===== config.mk =====
export PLATFORM = sky130hd
export DESIGN_NAME = pkt_gen_match_crc_counters
export DESIGN_NICKNAME = d
export VERILOG_FILES = /design/src/hdl/pkt_regs_pkg.sv /design/src/hdl/pkt_gen_match_crc_counters.sv
export SDC_FILE = /design/constraint.sdc
export NUM_CORES = 1
export LEC_CHECK = 0
export ABC_AREA = 1
export BUFFER_PORTS_ARGS = -buffer_cell sky130_fd_sc_hd__buf_2
export CAP_MARGIN = 20
export CORE_ASPECT_RATIO = 2
export CORE_UTILIZATION = 55
export DETAILED_ROUTE_END_ITERATION = 8
export GPL_ROUTABILITY_DRIVEN = 0
export PLACE_DENSITY = 0.81
export SETUP_SLACK_MARGIN = 0.05
export SLEW_MARGIN = 5
export SYNTH_ARGS = -nofsm -noshare
export SYNTH_HDL_FRONTEND = slang
export SYNTH_SLANG_ARGS = --single-unit
export TNS_END_PERCENT = 1

===== constraint.sdc =====
create_clock -name CLOCK -period 1.73 [get_ports CLOCK]
set_input_delay 0 -clock CLOCK [delete_from_list [all_inputs] [get_ports CLOCK]]
set_output_delay 0 -clock CLOCK [all_outputs]
set_load 0.02 [all_outputs]

===== src/hdl/pkt_regs_pkg.sv =====
// constants and types shared by the packet generator register bank
package pkt_regs_pkg;

  // ****************************************************************
  // register indices, byte address is four times the index
  // ****************************************************************
  localparam logic [11:0] IDX_GEN_PATTERN_LOW  = 12'h625;
  localparam logic [11:0] IDX_GEN_PATTERN_MID  = 12'h626;
  localparam logic [11:0] IDX_GEN_PATTERN_HIGH = 12'h627;
  localparam logic [11:0] IDX_DEST_MATCH_LOW   = 12'h628;
  localparam logic [11:0] IDX_DEST_MATCH_MID   = 12'h629;
  localparam logic [11:0] IDX_DEST_MATCH_HIGH  = 12'h62a;
  localparam logic [11:0] IDX_CRC_ERROR_FLAGS  = 12'h638;
  localparam logic [11:0] IDX_TX_COUNT_LOW     = 12'h639;
  localparam logic [11:0] IDX_TX_COUNT_HIGH    = 12'h63a;
  localparam logic [11:0] IDX_TX_ERR_COUNT     = 12'h63b;

  // ****************************************************************
  // field positions and reset values
  // ****************************************************************
  localparam int          POS_RX_BAD_CRC = 1;
  localparam int          POS_TX_BAD_CRC = 0;
  localparam logic [15:0] RESET_WORD     = 16'h0000;
  localparam logic [31:0] RESET_COUNT    = 32'h0000_0000;
  localparam logic [31:0] READ_ZERO      = 32'h0000_0000;

  // ****************************************************************
  // bus encodings
  // ****************************************************************
  localparam logic [1:0] HTRANS_NONSEQ = 2'h2;
  localparam logic       HRESP_OKAY    = 1'h0;

  // one completed packet from the generator or checker datapath
  typedef struct packed {
    logic done;    // one-cycle pulse at packet end
    logic crc_err; // packet carried a bad crc
  } pkt_event_type;

  // destination address presented by the checker
  typedef struct packed {
    logic        valid;
    logic [47:0] addr;
  } dest_addr_type;

  // read sequence tracker for clearing the transmit statistics
  typedef enum logic [2:0] {
    SEQ_IDLE     = 3'h1,
    SEQ_GOT_LOW  = 3'h2,
    SEQ_GOT_HIGH = 3'h4
  } clear_seq_type;

endpackage : pkt_regs_pkg


===== src/hdl/pkt_gen_match_crc_counters.sv =====
// register bank for the packet generator pattern, address match and tx statistics
// Summary of operation
// - pattern bits 47:32 word, read/write, resets zero
// - compare received destination address with match value
// - match value in three words, each resets zero
// - status bit 1 flags receive crc error
// - status bit 0 flags transmit crc error
// - lower 16 transmit count bits readable, reset zero
// - reading three tx statistics words in order clears
// - upper 16 transmit count bits at next word
// - third word counts transmitted packets with crc error
// - pattern bits 15:0 and 31:16 in own words
//
// Added by the designer: the AHB-Lite register port.
`timescale 1ns/100ps

module pkt_gen_match_crc_counters (
  input  wire logic                        CLOCK,
  input  wire logic                        RST,
  // ahb-lite slave
  input  wire logic                        HSEL,
  input  wire logic [31:0]                 HADDR,
  input  wire logic [1:0]                  HTRANS,
  input  wire logic                        HWRITE,
  input  wire logic [2:0]                  HSIZE,
  input  wire logic [31:0]                 HWDATA,
  input  wire logic                        HREADY,
  output logic      [31:0]                 HRDATA,
  output logic                             HREADYOUT,
  output logic                             HRESP,
  // packet datapath side
  input  wire pkt_regs_pkg::pkt_event_type TX_PKT,
  input  wire pkt_regs_pkg::pkt_event_type RX_PKT,
  input  wire pkt_regs_pkg::dest_addr_type RX_DEST,
  output logic      [47:0]                 GEN_PATTERN,
  output logic                             DEST_MATCH
);

  // ****************************************************************
  // bus address phase
  // ****************************************************************
  logic        addr_phase;
  logic        wr_phase_q;
  logic [11:0] wr_idx_q;
  logic [11:0] rd_idx;
  logic        word_aligned;

  // only whole-word, aligned transfers write or read the registers; any read steps the clear sequence
  assign word_aligned = (HADDR[1:0] == 2'h0) && (HSIZE == 3'h2);
  assign addr_phase   = HSEL && HREADY && (HTRANS == pkt_regs_pkg::HTRANS_NONSEQ);
  assign rd_idx       = HADDR[13:2];

  // remember a write address until its data phase
  always_ff @(posedge CLOCK) begin
    if (RST) begin
      wr_phase_q <= 1'b0;
      wr_idx_q   <= 12'h000;
    end else begin
      wr_phase_q <= addr_phase && HWRITE && word_aligned && (HADDR[31:14] == 18'h00000);
      wr_idx_q   <= rd_idx;
    end
  end

  // never stalls, never errors
  assign HREADYOUT = 1'b1;
  assign HRESP     = pkt_regs_pkg::HRESP_OKAY;

  // ****************************************************************
  // pattern and match words
  // ****************************************************************
  logic [15:0] pat_low_q;
  logic [15:0] pat_mid_q;
  logic [15:0] pat_high_q;
  logic [15:0] match_low_q;
  logic [15:0] match_mid_q;
  logic [15:0] match_high_q;

  // software writes land at the end of the data phase
  always_ff @(posedge CLOCK) begin
    if (RST) begin
      pat_low_q    <= pkt_regs_pkg::RESET_WORD;
      pat_mid_q    <= pkt_regs_pkg::RESET_WORD;
      pat_high_q   <= pkt_regs_pkg::RESET_WORD;
      match_low_q  <= pkt_regs_pkg::RESET_WORD;
      match_mid_q  <= pkt_regs_pkg::RESET_WORD;
      match_high_q <= pkt_regs_pkg::RESET_WORD;
    end else if (wr_phase_q) begin
      unique case (wr_idx_q)
        pkt_regs_pkg::IDX_GEN_PATTERN_LOW:  pat_low_q    <= HWDATA[15:0];
        pkt_regs_pkg::IDX_GEN_PATTERN_MID:  pat_mid_q    <= HWDATA[15:0];
        pkt_regs_pkg::IDX_GEN_PATTERN_HIGH: pat_high_q   <= HWDATA[15:0];
        pkt_regs_pkg::IDX_DEST_MATCH_LOW:   match_low_q  <= HWDATA[15:0];
        pkt_regs_pkg::IDX_DEST_MATCH_MID:   match_mid_q  <= HWDATA[15:0];
        pkt_regs_pkg::IDX_DEST_MATCH_HIGH:  match_high_q <= HWDATA[15:0];
        default: ;                            // read-only or unmapped: ignored
      endcase
    end
  end

  // pattern goes to the generator from flops
  assign GEN_PATTERN = {pat_high_q, pat_mid_q, pat_low_q};

  // ****************************************************************
  // destination address match
  // ****************************************************************
  logic dest_match_q;

  // registered one-cycle answer for each presented address
  always_ff @(posedge CLOCK) begin
    if (RST) begin
      dest_match_q <= 1'b0;
    end else begin
      dest_match_q <= RX_DEST.valid &&
                      (RX_DEST.addr == {match_high_q, match_mid_q, match_low_q});
    end
  end

  assign DEST_MATCH = dest_match_q;

  // ****************************************************************
  // crc error flags
  // ****************************************************************
  logic rx_bad_crc_q;
  logic tx_bad_crc_q;

  // each flag tracks the last finished packet in its direction
  always_ff @(posedge CLOCK) begin
    if (RST) begin
      rx_bad_crc_q <= 1'b0;
      tx_bad_crc_q <= 1'b0;
    end else begin
      if (RX_PKT.done) begin
        rx_bad_crc_q <= RX_PKT.crc_err;
      end
      if (TX_PKT.done) begin
        tx_bad_crc_q <= TX_PKT.crc_err;
      end
    end
  end

  // ****************************************************************
  // clear-on-read sequence
  // ****************************************************************
  pkt_regs_pkg::clear_seq_type seq_q;
  logic                        rd_accept;
  logic                        clear_stats;

  assign rd_accept   = addr_phase && !HWRITE;
  // the third read of the sequence clears after its value is captured
  assign clear_stats = rd_accept && (seq_q == pkt_regs_pkg::SEQ_GOT_HIGH) &&
                       (rd_idx == pkt_regs_pkg::IDX_TX_ERR_COUNT);

  // any other transfer in between restarts the sequence
  always_ff @(posedge CLOCK) begin
    if (RST) begin
      seq_q <= pkt_regs_pkg::SEQ_IDLE;
    end else if (addr_phase) begin
      if (rd_accept && rd_idx == pkt_regs_pkg::IDX_TX_COUNT_LOW) begin
        seq_q <= pkt_regs_pkg::SEQ_GOT_LOW;
      end else if (rd_accept && seq_q == pkt_regs_pkg::SEQ_GOT_LOW &&
                   rd_idx == pkt_regs_pkg::IDX_TX_COUNT_HIGH) begin
        seq_q <= pkt_regs_pkg::SEQ_GOT_HIGH;
      end else begin
        seq_q <= pkt_regs_pkg::SEQ_IDLE;
      end
    end
  end

  // ****************************************************************
  // transmit statistics counters
  // ****************************************************************
  logic [31:0] tx_count_q;
  logic [15:0] tx_err_count_q;

  // a packet finishing on the clearing cycle is counted, not lost
  always_ff @(posedge CLOCK) begin
    if (RST) begin
      tx_count_q     <= pkt_regs_pkg::RESET_COUNT;
      tx_err_count_q <= pkt_regs_pkg::RESET_WORD;
    end else begin
      if (clear_stats) begin
        tx_count_q <= {31'h0000_0000, TX_PKT.done};
      end else if (TX_PKT.done) begin
        tx_count_q <= tx_count_q + 32'h0000_0001;
      end
      if (clear_stats) begin
        tx_err_count_q <= {15'h0000, TX_PKT.done && TX_PKT.crc_err};
      end else if (TX_PKT.done && TX_PKT.crc_err) begin
        tx_err_count_q <= tx_err_count_q + 16'h0001;
      end
    end
  end

  // ****************************************************************
  // read data
  // ****************************************************************
  logic [15:0] rd_word;
  logic [15:0] fwd_word;
  logic [31:0] hrdata_q;

  // read mux, zero for unmapped words and reserved bits
  always_comb begin
    rd_word = 16'h0000;
    unique case (rd_idx)
      pkt_regs_pkg::IDX_GEN_PATTERN_LOW:  rd_word = pat_low_q;
      pkt_regs_pkg::IDX_GEN_PATTERN_MID:  rd_word = pat_mid_q;
      pkt_regs_pkg::IDX_GEN_PATTERN_HIGH: rd_word = pat_high_q;
      pkt_regs_pkg::IDX_DEST_MATCH_LOW:   rd_word = match_low_q;
      pkt_regs_pkg::IDX_DEST_MATCH_MID:   rd_word = match_mid_q;
      pkt_regs_pkg::IDX_DEST_MATCH_HIGH:  rd_word = match_high_q;
      pkt_regs_pkg::IDX_CRC_ERROR_FLAGS: begin
        rd_word[pkt_regs_pkg::POS_RX_BAD_CRC] = rx_bad_crc_q;
        rd_word[pkt_regs_pkg::POS_TX_BAD_CRC] = tx_bad_crc_q;
      end
      pkt_regs_pkg::IDX_TX_COUNT_LOW:     rd_word = tx_count_q[15:0];
      pkt_regs_pkg::IDX_TX_COUNT_HIGH:    rd_word = tx_count_q[31:16];
      pkt_regs_pkg::IDX_TX_ERR_COUNT:     rd_word = tx_err_count_q;
      default: ;
    endcase
  end

  // a read right behind a write to the same word sees the new value
  assign fwd_word = (wr_phase_q && wr_idx_q == rd_idx) ? HWDATA[15:0] : rd_word;

  // capture at the address phase so the data phase needs no wait state
  always_ff @(posedge CLOCK) begin
    if (RST) begin
      hrdata_q <= pkt_regs_pkg::READ_ZERO;
    end else if (rd_accept) begin
      if (word_aligned && HADDR[31:14] == 18'h00000) begin
        hrdata_q <= {16'h0000, fwd_word};
      end else begin
        hrdata_q <= pkt_regs_pkg::READ_ZERO;
      end
    end
  end

  assign HRDATA = hrdata_q;

endmodule : pkt_gen_match_crc_counters


* Word-level counts from Yosys, hierarchy flattened
Cells that the tools add are included.
** Word-level totals
- Register bits :: 195
- Bits in latches :: 0
- RAM bits :: 0
- ROM bits :: 0
- Input bits :: 127
- Memories kept :: 0
** Operators by class
- Add/sub/neg operators :: 2
- Multipliers :: 0
- Div/mod/pow operators :: 0
- $lt $le $gt $ge :: 0
- Eq/ne operators :: 22
- Shift-type cells :: 0
- Multiplexer cells :: 10
- Bitwise operators :: 0
- Reduce and logical (&&, ||, !) cells :: 28
** Operator list (number)
- $eq 12x11->1 const B :: 16
- $pmux 14 s9 :: 1
- $eq 48x48->1 :: 1
- $add 32x1->32 const B :: 1
- $mux 16 :: 2
- $pmux 2 s10 :: 1
- $logic_not 18->1 :: 1
- $add 16x1->16 const B :: 1
- $logic_and 1x1->1 :: 16
- $eq 12x12->1 :: 1
- $reduce_and 2->1 :: 6
- $eq 3x2->1 const B :: 2
- $mux 3 :: 2
- $mux 1 :: 4
- $reduce_bool 2->1 :: 2
- $eq 3x3->1 const B :: 1
- $eq 2x2->1 const B :: 1
- $logic_not 2->1 :: 1
- $reduce_or 2->1 :: 1
- $logic_not 1->1 :: 1

* Depth between registers and ports, before layout
- Depth after elaboration :: 7
- Mapped depth :: 15

* Worst setup path after synthesis
Ideal clock, no wire load.
- Path type :: flip-flop to flip-flop
- Start point :: register tx_count_q[0]
- End point :: register tx_count_q[12]
- Library setup time :: 70 ps
- Arrival :: 1445 ps
- Required time :: 1660 ps
- Path slack :: 215 ps
- Stages on the path, launching flop included :: 9
- Path buffers :: 0
- Period minus slack after synthesis :: 1515 ps
- Path through :: dfxtp_1 > ha_1 > nand2_2 > nor2_2 > nand2_2 > nor4_4 > nand3_2 > or2_0 > a21oi_1
** On the way
- Word-level cells in the longest chain between the ends :: 1
** RTL lines
- start: declaration :: RTL line pkt_gen_match_crc_counters.sv:172 : logic [31:0] tx_count_q;
- start signal: assignment :: RTL line pkt_gen_match_crc_counters.sv:178 : tx_count_q <= pkt_regs_pkg::RESET_COUNT;
- start signal: assignment :: RTL line pkt_gen_match_crc_counters.sv:182 : tx_count_q <= {31'h0000_0000, TX_PKT.done};
- start signal: assignment :: RTL line pkt_gen_match_crc_counters.sv:184 : tx_count_q <= tx_count_q + 32'h0000_0001;
- $add 32x1->32 :: RTL line pkt_gen_match_crc_counters.sv:184
No other way between the ends.
A chain may end at the register's enable or synchronous reset.

* Final worst setup path
- Start point :: register wr_idx_q[9]
- End point :: register match_high_q[2]
** On the way
- Word-level cells in the longest chain between the ends :: 2
** RTL lines
- start: declaration :: RTL line pkt_gen_match_crc_counters.sv:44 : logic [11:0] wr_idx_q;
- start signal: assignment :: RTL line pkt_gen_match_crc_counters.sv:60 : wr_idx_q <= rd_idx;
- $eq 12x11->1 :: RTL line pkt_gen_match_crc_counters.sv:88 : unique case (wr_idx_q)
- $reduce_and 2->1 (no source line)
- end signal: assignment :: RTL line pkt_gen_match_crc_counters.sv:86 : match_high_q <= pkt_regs_pkg::RESET_WORD;
- end signal: assignment :: RTL line pkt_gen_match_crc_counters.sv:94 : pkt_regs_pkg::IDX_DEST_MATCH_HIGH: match_high_q <= HWDATA[15:0];
- end: declaration :: RTL line pkt_gen_match_crc_counters.sv:76 : logic [15:0] match_high_q;
No other way between the ends.

==> results.md <==
| Quantity | Value |
|:---|:---|
| Routed wire length per instance | 20.2 um |
| Met3 wirelength from detailed routing | 3520 um |
| Routed metal-1 wire length | 11900 um |
| Reg with most FFs | tx_count_q |
| Violations in the final reports | negative setup slack |
| Power density over the cells | 727 nW/um^2 |
| IR drop worst, VDD | 0.000710 V |
| Vias in the first global route | 10.7k |
| Post-synthesis sequential area ratio | 36.9% |
| Cell types with the largest area share after synthesis | dfxtp_1 (37%), nand2_1 (11%), nor2_1 (9.2%) |
| Nets@finish | 1790 |
| Ports placed on the boundary | 210 |
| HPWL Detailed | 26400 um |
| Final hold vios | 0 |
| Area of the mapped netlist | 9700 um^2 |
| Total internal power | 6.80 mW |
| Portion of synthesized cell area occupied by the leading cell type | 36.9% |
| Hold/Removal Path Class | in -> reg |
| GR Overflow Total | 0 |
| Post-layout worst setup margin | -98.0 ps |
| Worst R2R Start | wr_idx_q[9] |
| Final period util | 106% |
| Worst setup EP type | flip-flop |
| Largest incremental delay on the critical path | 340 ps |
| Portion of total power attributed to combinational logic | 8.2% |
| WP data arrival | 2110 ps |
| #FFs+latches synth | 179 |
| Master of the slowest instance on the critical path | dfxtp_2 |
| GRT Overall Usage | 41.8% |
| Kind of critical path | reg -> reg |
| Core Area | 17300 um^2 |
| Largest fanout of any net on the critical path | 8 |
| Final Max Slew Viols | 0 |
| Wirelength, routed | 38100 um |
| Slew @ Worst Pin | 671 ps |
| Clock-pin slew on the worst setup and hold paths | 70 ps |
| FFs w/ async S/R, synth | 0% |
| Period minus WS final | 1830 ps |
| Die area | 18200 um^2 |
| Std-Cell Rows | 68 |
| Number of iterations in the first detailed-routing pass | 8 |
| H-tree depth | 4 |
| Cell breakdown of the critical path | inv_2, nor2_2, nand3b_1, nor2_2, nand4_1, buf_6, nor3_4, buf_6, clkbuf_16, a211oi_1 |
| Clk sinks | 179 |
| Worst setup path endpoint | match_high_q[2] |
| Cells after synthesis | 1412 |
| Fraction of final layout cells with drive strength greater than 1 | 23.5% |
| Layout overhead on the synthesized area | 28.7% |
| Clk buf depth | 2 |
| Height of the die | 190 um |
| Slew HR | 55.3% |
| Initial antenna violation count | 0 |
| Run status | finished with violations |
| Total length of routed met2 wires | 18200 um |
| Setup-failing EPs final | 17 |
| Clock Root Buffer | clkbuf_16 |
| Number of remaining DRC errors | 0 |
| Reg2Reg Depth | 10 |
| Total number of vias | 11.3k |
| Number of flops mapped to enable cells by yosys | 0 |
| Area leader, netlist | dfxtp_1 |
| Reg power frac | 46.0% |
| Flop2flop setup slack | -100 ps |
| Share of total power consumed by net switching | 25.1% |
| Final-layout fill cell count | 1356 |
| Post-route clock skew | 12.3 ps |
| Ys Warns | 0 |
| Clock insertion delay at the later pin of the skew report | 440 ps |
| Launching element of the worst setup path | wr_idx_q[9] |
| Mean area per synthesized cell | 6.87 um^2 |
| Number of routed nets with antenna violations | 0 |
| Launching element type of the critical path | flip-flop |
| Count of inserted antenna diode cells | 0 |
| Pin count of the biggest net entering global routing | 130 |
| Psw | 2.27 mW |
| Horizontal extent of the die | 95.9 um |
| Reg-to-reg endpoint | match_high_q[2] |
| Count of buffers from port buffering | 175 |
| Data required time at the worst endpoint | 2020 ps |
| TritonCTS clock tree | yes |
| Unrepaired setup endpoints after global routing | true |
| DRT iter0 DRCs | 1512 |
| Minimum hold slack | 23.8 ps |
| Total clock buffers created by CTS | 17 |
| Total power | 9.08 mW |
| Max Cap Violations | 0 |
| Max Clk Rate | 547 MHz |
| Vias per Instance | 6.00 |
| Number of flip-flops in the largest register | 32 |
| Most used DFF post-synth | dfxtp_1 |
| Power share of the clock group | 45.8% |
| Unique cell type count in the Yosys netlist | 46 |
| First-pass GRT wire length | 55800 um |
| Leak | 5.45 nW |
| Top routing layer in use | met4 |
| Initial Utilization | 56.2% |
[stage by stage]
| step | TNS [ps] | std cells | utilization (%) | setup slack [ps] | instance area, um^2 |
|---|---|---|---|---|---|
| 2_1_floorplan | 0 | 1428 | - | 215 | 9760 |
| 3_3_place_gp | -38.5 | 1807 | 64.7 | -8.54 | 11200 |
| 3_5_place_dp | -2550 | 1807 | 64.7 | -126 | 11200 |
| 4_1_cts | -1.85 | 1881 | 71.0 | -1.85 | 12300 |
| 5_1_grt | -3090 | 1884 | 72.3 | -128 | 12500 |
| 6_report | -1450 | 1884 | 72.3 | -98.0 | 12500 |
[layer usage]
| layer | vias to the layer above | GRT usage [%] |
|---|---|---|
| met4 | 0 | 39.6 |
| met5 | - | 0 |
| met1 | 5078 | 42.3 |
| li1 | 5107 | - |
| met2 | 820 | 68.8 |
| met3 | 299 | 8.83 |
[what timing repair did]
action | in CTS | in global routing
hold buffers | 41 | 0
pin swaps | 1 | 5
buffers inserted | 1 | 1
gates cloned | 0 | 2
gates resized for setup | 15 | 56
hold endpoints to repair | 39 | 0
endpoints found under the setup margin | 62 | 129
[cell usage in the layout (no fill, tap or decap), types with 5 or more instances in the layout]
cell           Yosys  layout
dlygate4sd3_1      0      41
a211oi_2           0       5
nor3_2             4       7
conb_1             2      18
nand3_2            3       7
o22ai_1            8       8
nor3_1            19      13
dfxtp_2            0      20
buf_4             38      58
nor2_4             6      10
nor4_1            11      10
xnor2_1           17      14
a211oi_1          98      93
nor2_2            10      15
buf_2             19     173
a21oi_1           42      42
nand3_1          135     131
nand4_1           15      15
dfxtp_1          179     156
inv_1            142     139
buf_12             0      15
nand2_1          284     283
clkbuf_16          0      18
inv_2              8      11
o21ai_0           38      35
xor2_1            29      28
nand3b_1           5       5
nor2_1           238     229
nand2_2           10      11
[worst min path at each step]
stage / start / to / slack (ps) / depth (start not counted)
after floorplan: RX_PKT[1] / rx_bad_crc_q / 90 / 1
after global placement: RX_PKT[1] / rx_bad_crc_q / 190 / 2
after detailed placement: RX_PKT[1] / rx_bad_crc_q / 210 / 2
after CTS: RX_DEST[45] / DEST_MATCH / 0.06 / 6
after global routing: RX_DEST[45] / DEST_MATCH / 30 / 6
final: RX_DEST[35] / DEST_MATCH / 20 / 6
[synthesized netlist by cell type, types with 3 or more instances]
library cell / count
nand2_1: 284
inv_2: 8
nor3_1: 19
nand3b_1: 5
inv_1: 142
nor2_1: 238
nor3_2: 4
o21ai_0: 38
nor4_1: 11
buf_6: 4
buf_4: 38
nand2_2: 10
nand3_2: 3
nand4_1: 15
nand3_1: 135
nor2_2: 10
xor2_1: 29
or2_2: 4
dfxtp_1: 179
a221oi_1: 4
nor2_4: 6
xnor2_1: 17
o22ai_1: 8
buf_2: 19
a211oi_1: 98
a21oi_1: 42
clkbuf_1: 17
[critical path, delay by kind of cell (launching register included)]
| kind | cells | cell delay (ps) |
|---|---|---|
| and+or+nand+nor | 5 | 760 |
| AOI/OAI and AO/OA | 1 | 70 |
| DFF | 1 | 340 |
| buffers and inverters | 4 | 520 |
[power by group through the flow]
stage               Combinational [mW]  Clock (mW)  Sequential [mW]
finish                           0.742        4.16             4.17
global route                     0.778        4.33             4.17
CTS                              0.683        4.14             4.17
detailed placement               0.610           0             4.26
global placement                 0.601           0             4.26
floorplan                        0.338           0             4.25
[final cells by class]
| class | instances | area [um^2] | area share (%) |
|---|---|---|---|
| flip-flops and latches | 179 | 3620 | 29.0 |
| inverters | 151 | 568 | 4.55 |
| multi-input cells | 1019 | 5320 | 42.6 |
| well taps | 210 | 263 | 2.10 |
| clock buffers | 20 | 457 | 3.66 |
| clock inverters | 12 | 174 | 1.39 |
| repair buffers | 293 | 2090 | 16.7 |
[kinds of logic (layout without fill, tap and decap cells)]
logic type,Yosys count,in the layout,synth area share (%)
buffers and inverters,230,476,10.9
other,2,18,0.0774
DFF,179,179,36.9
and+or+nand+nor,754,754,34.2
xor gates and xnor gates,46,46,4.15
AOI/OAI and AO/OA,199,199,13.5
adders and majority gates,2,2,0.258
Note: power is estimated with default switching activity, not from simulation.
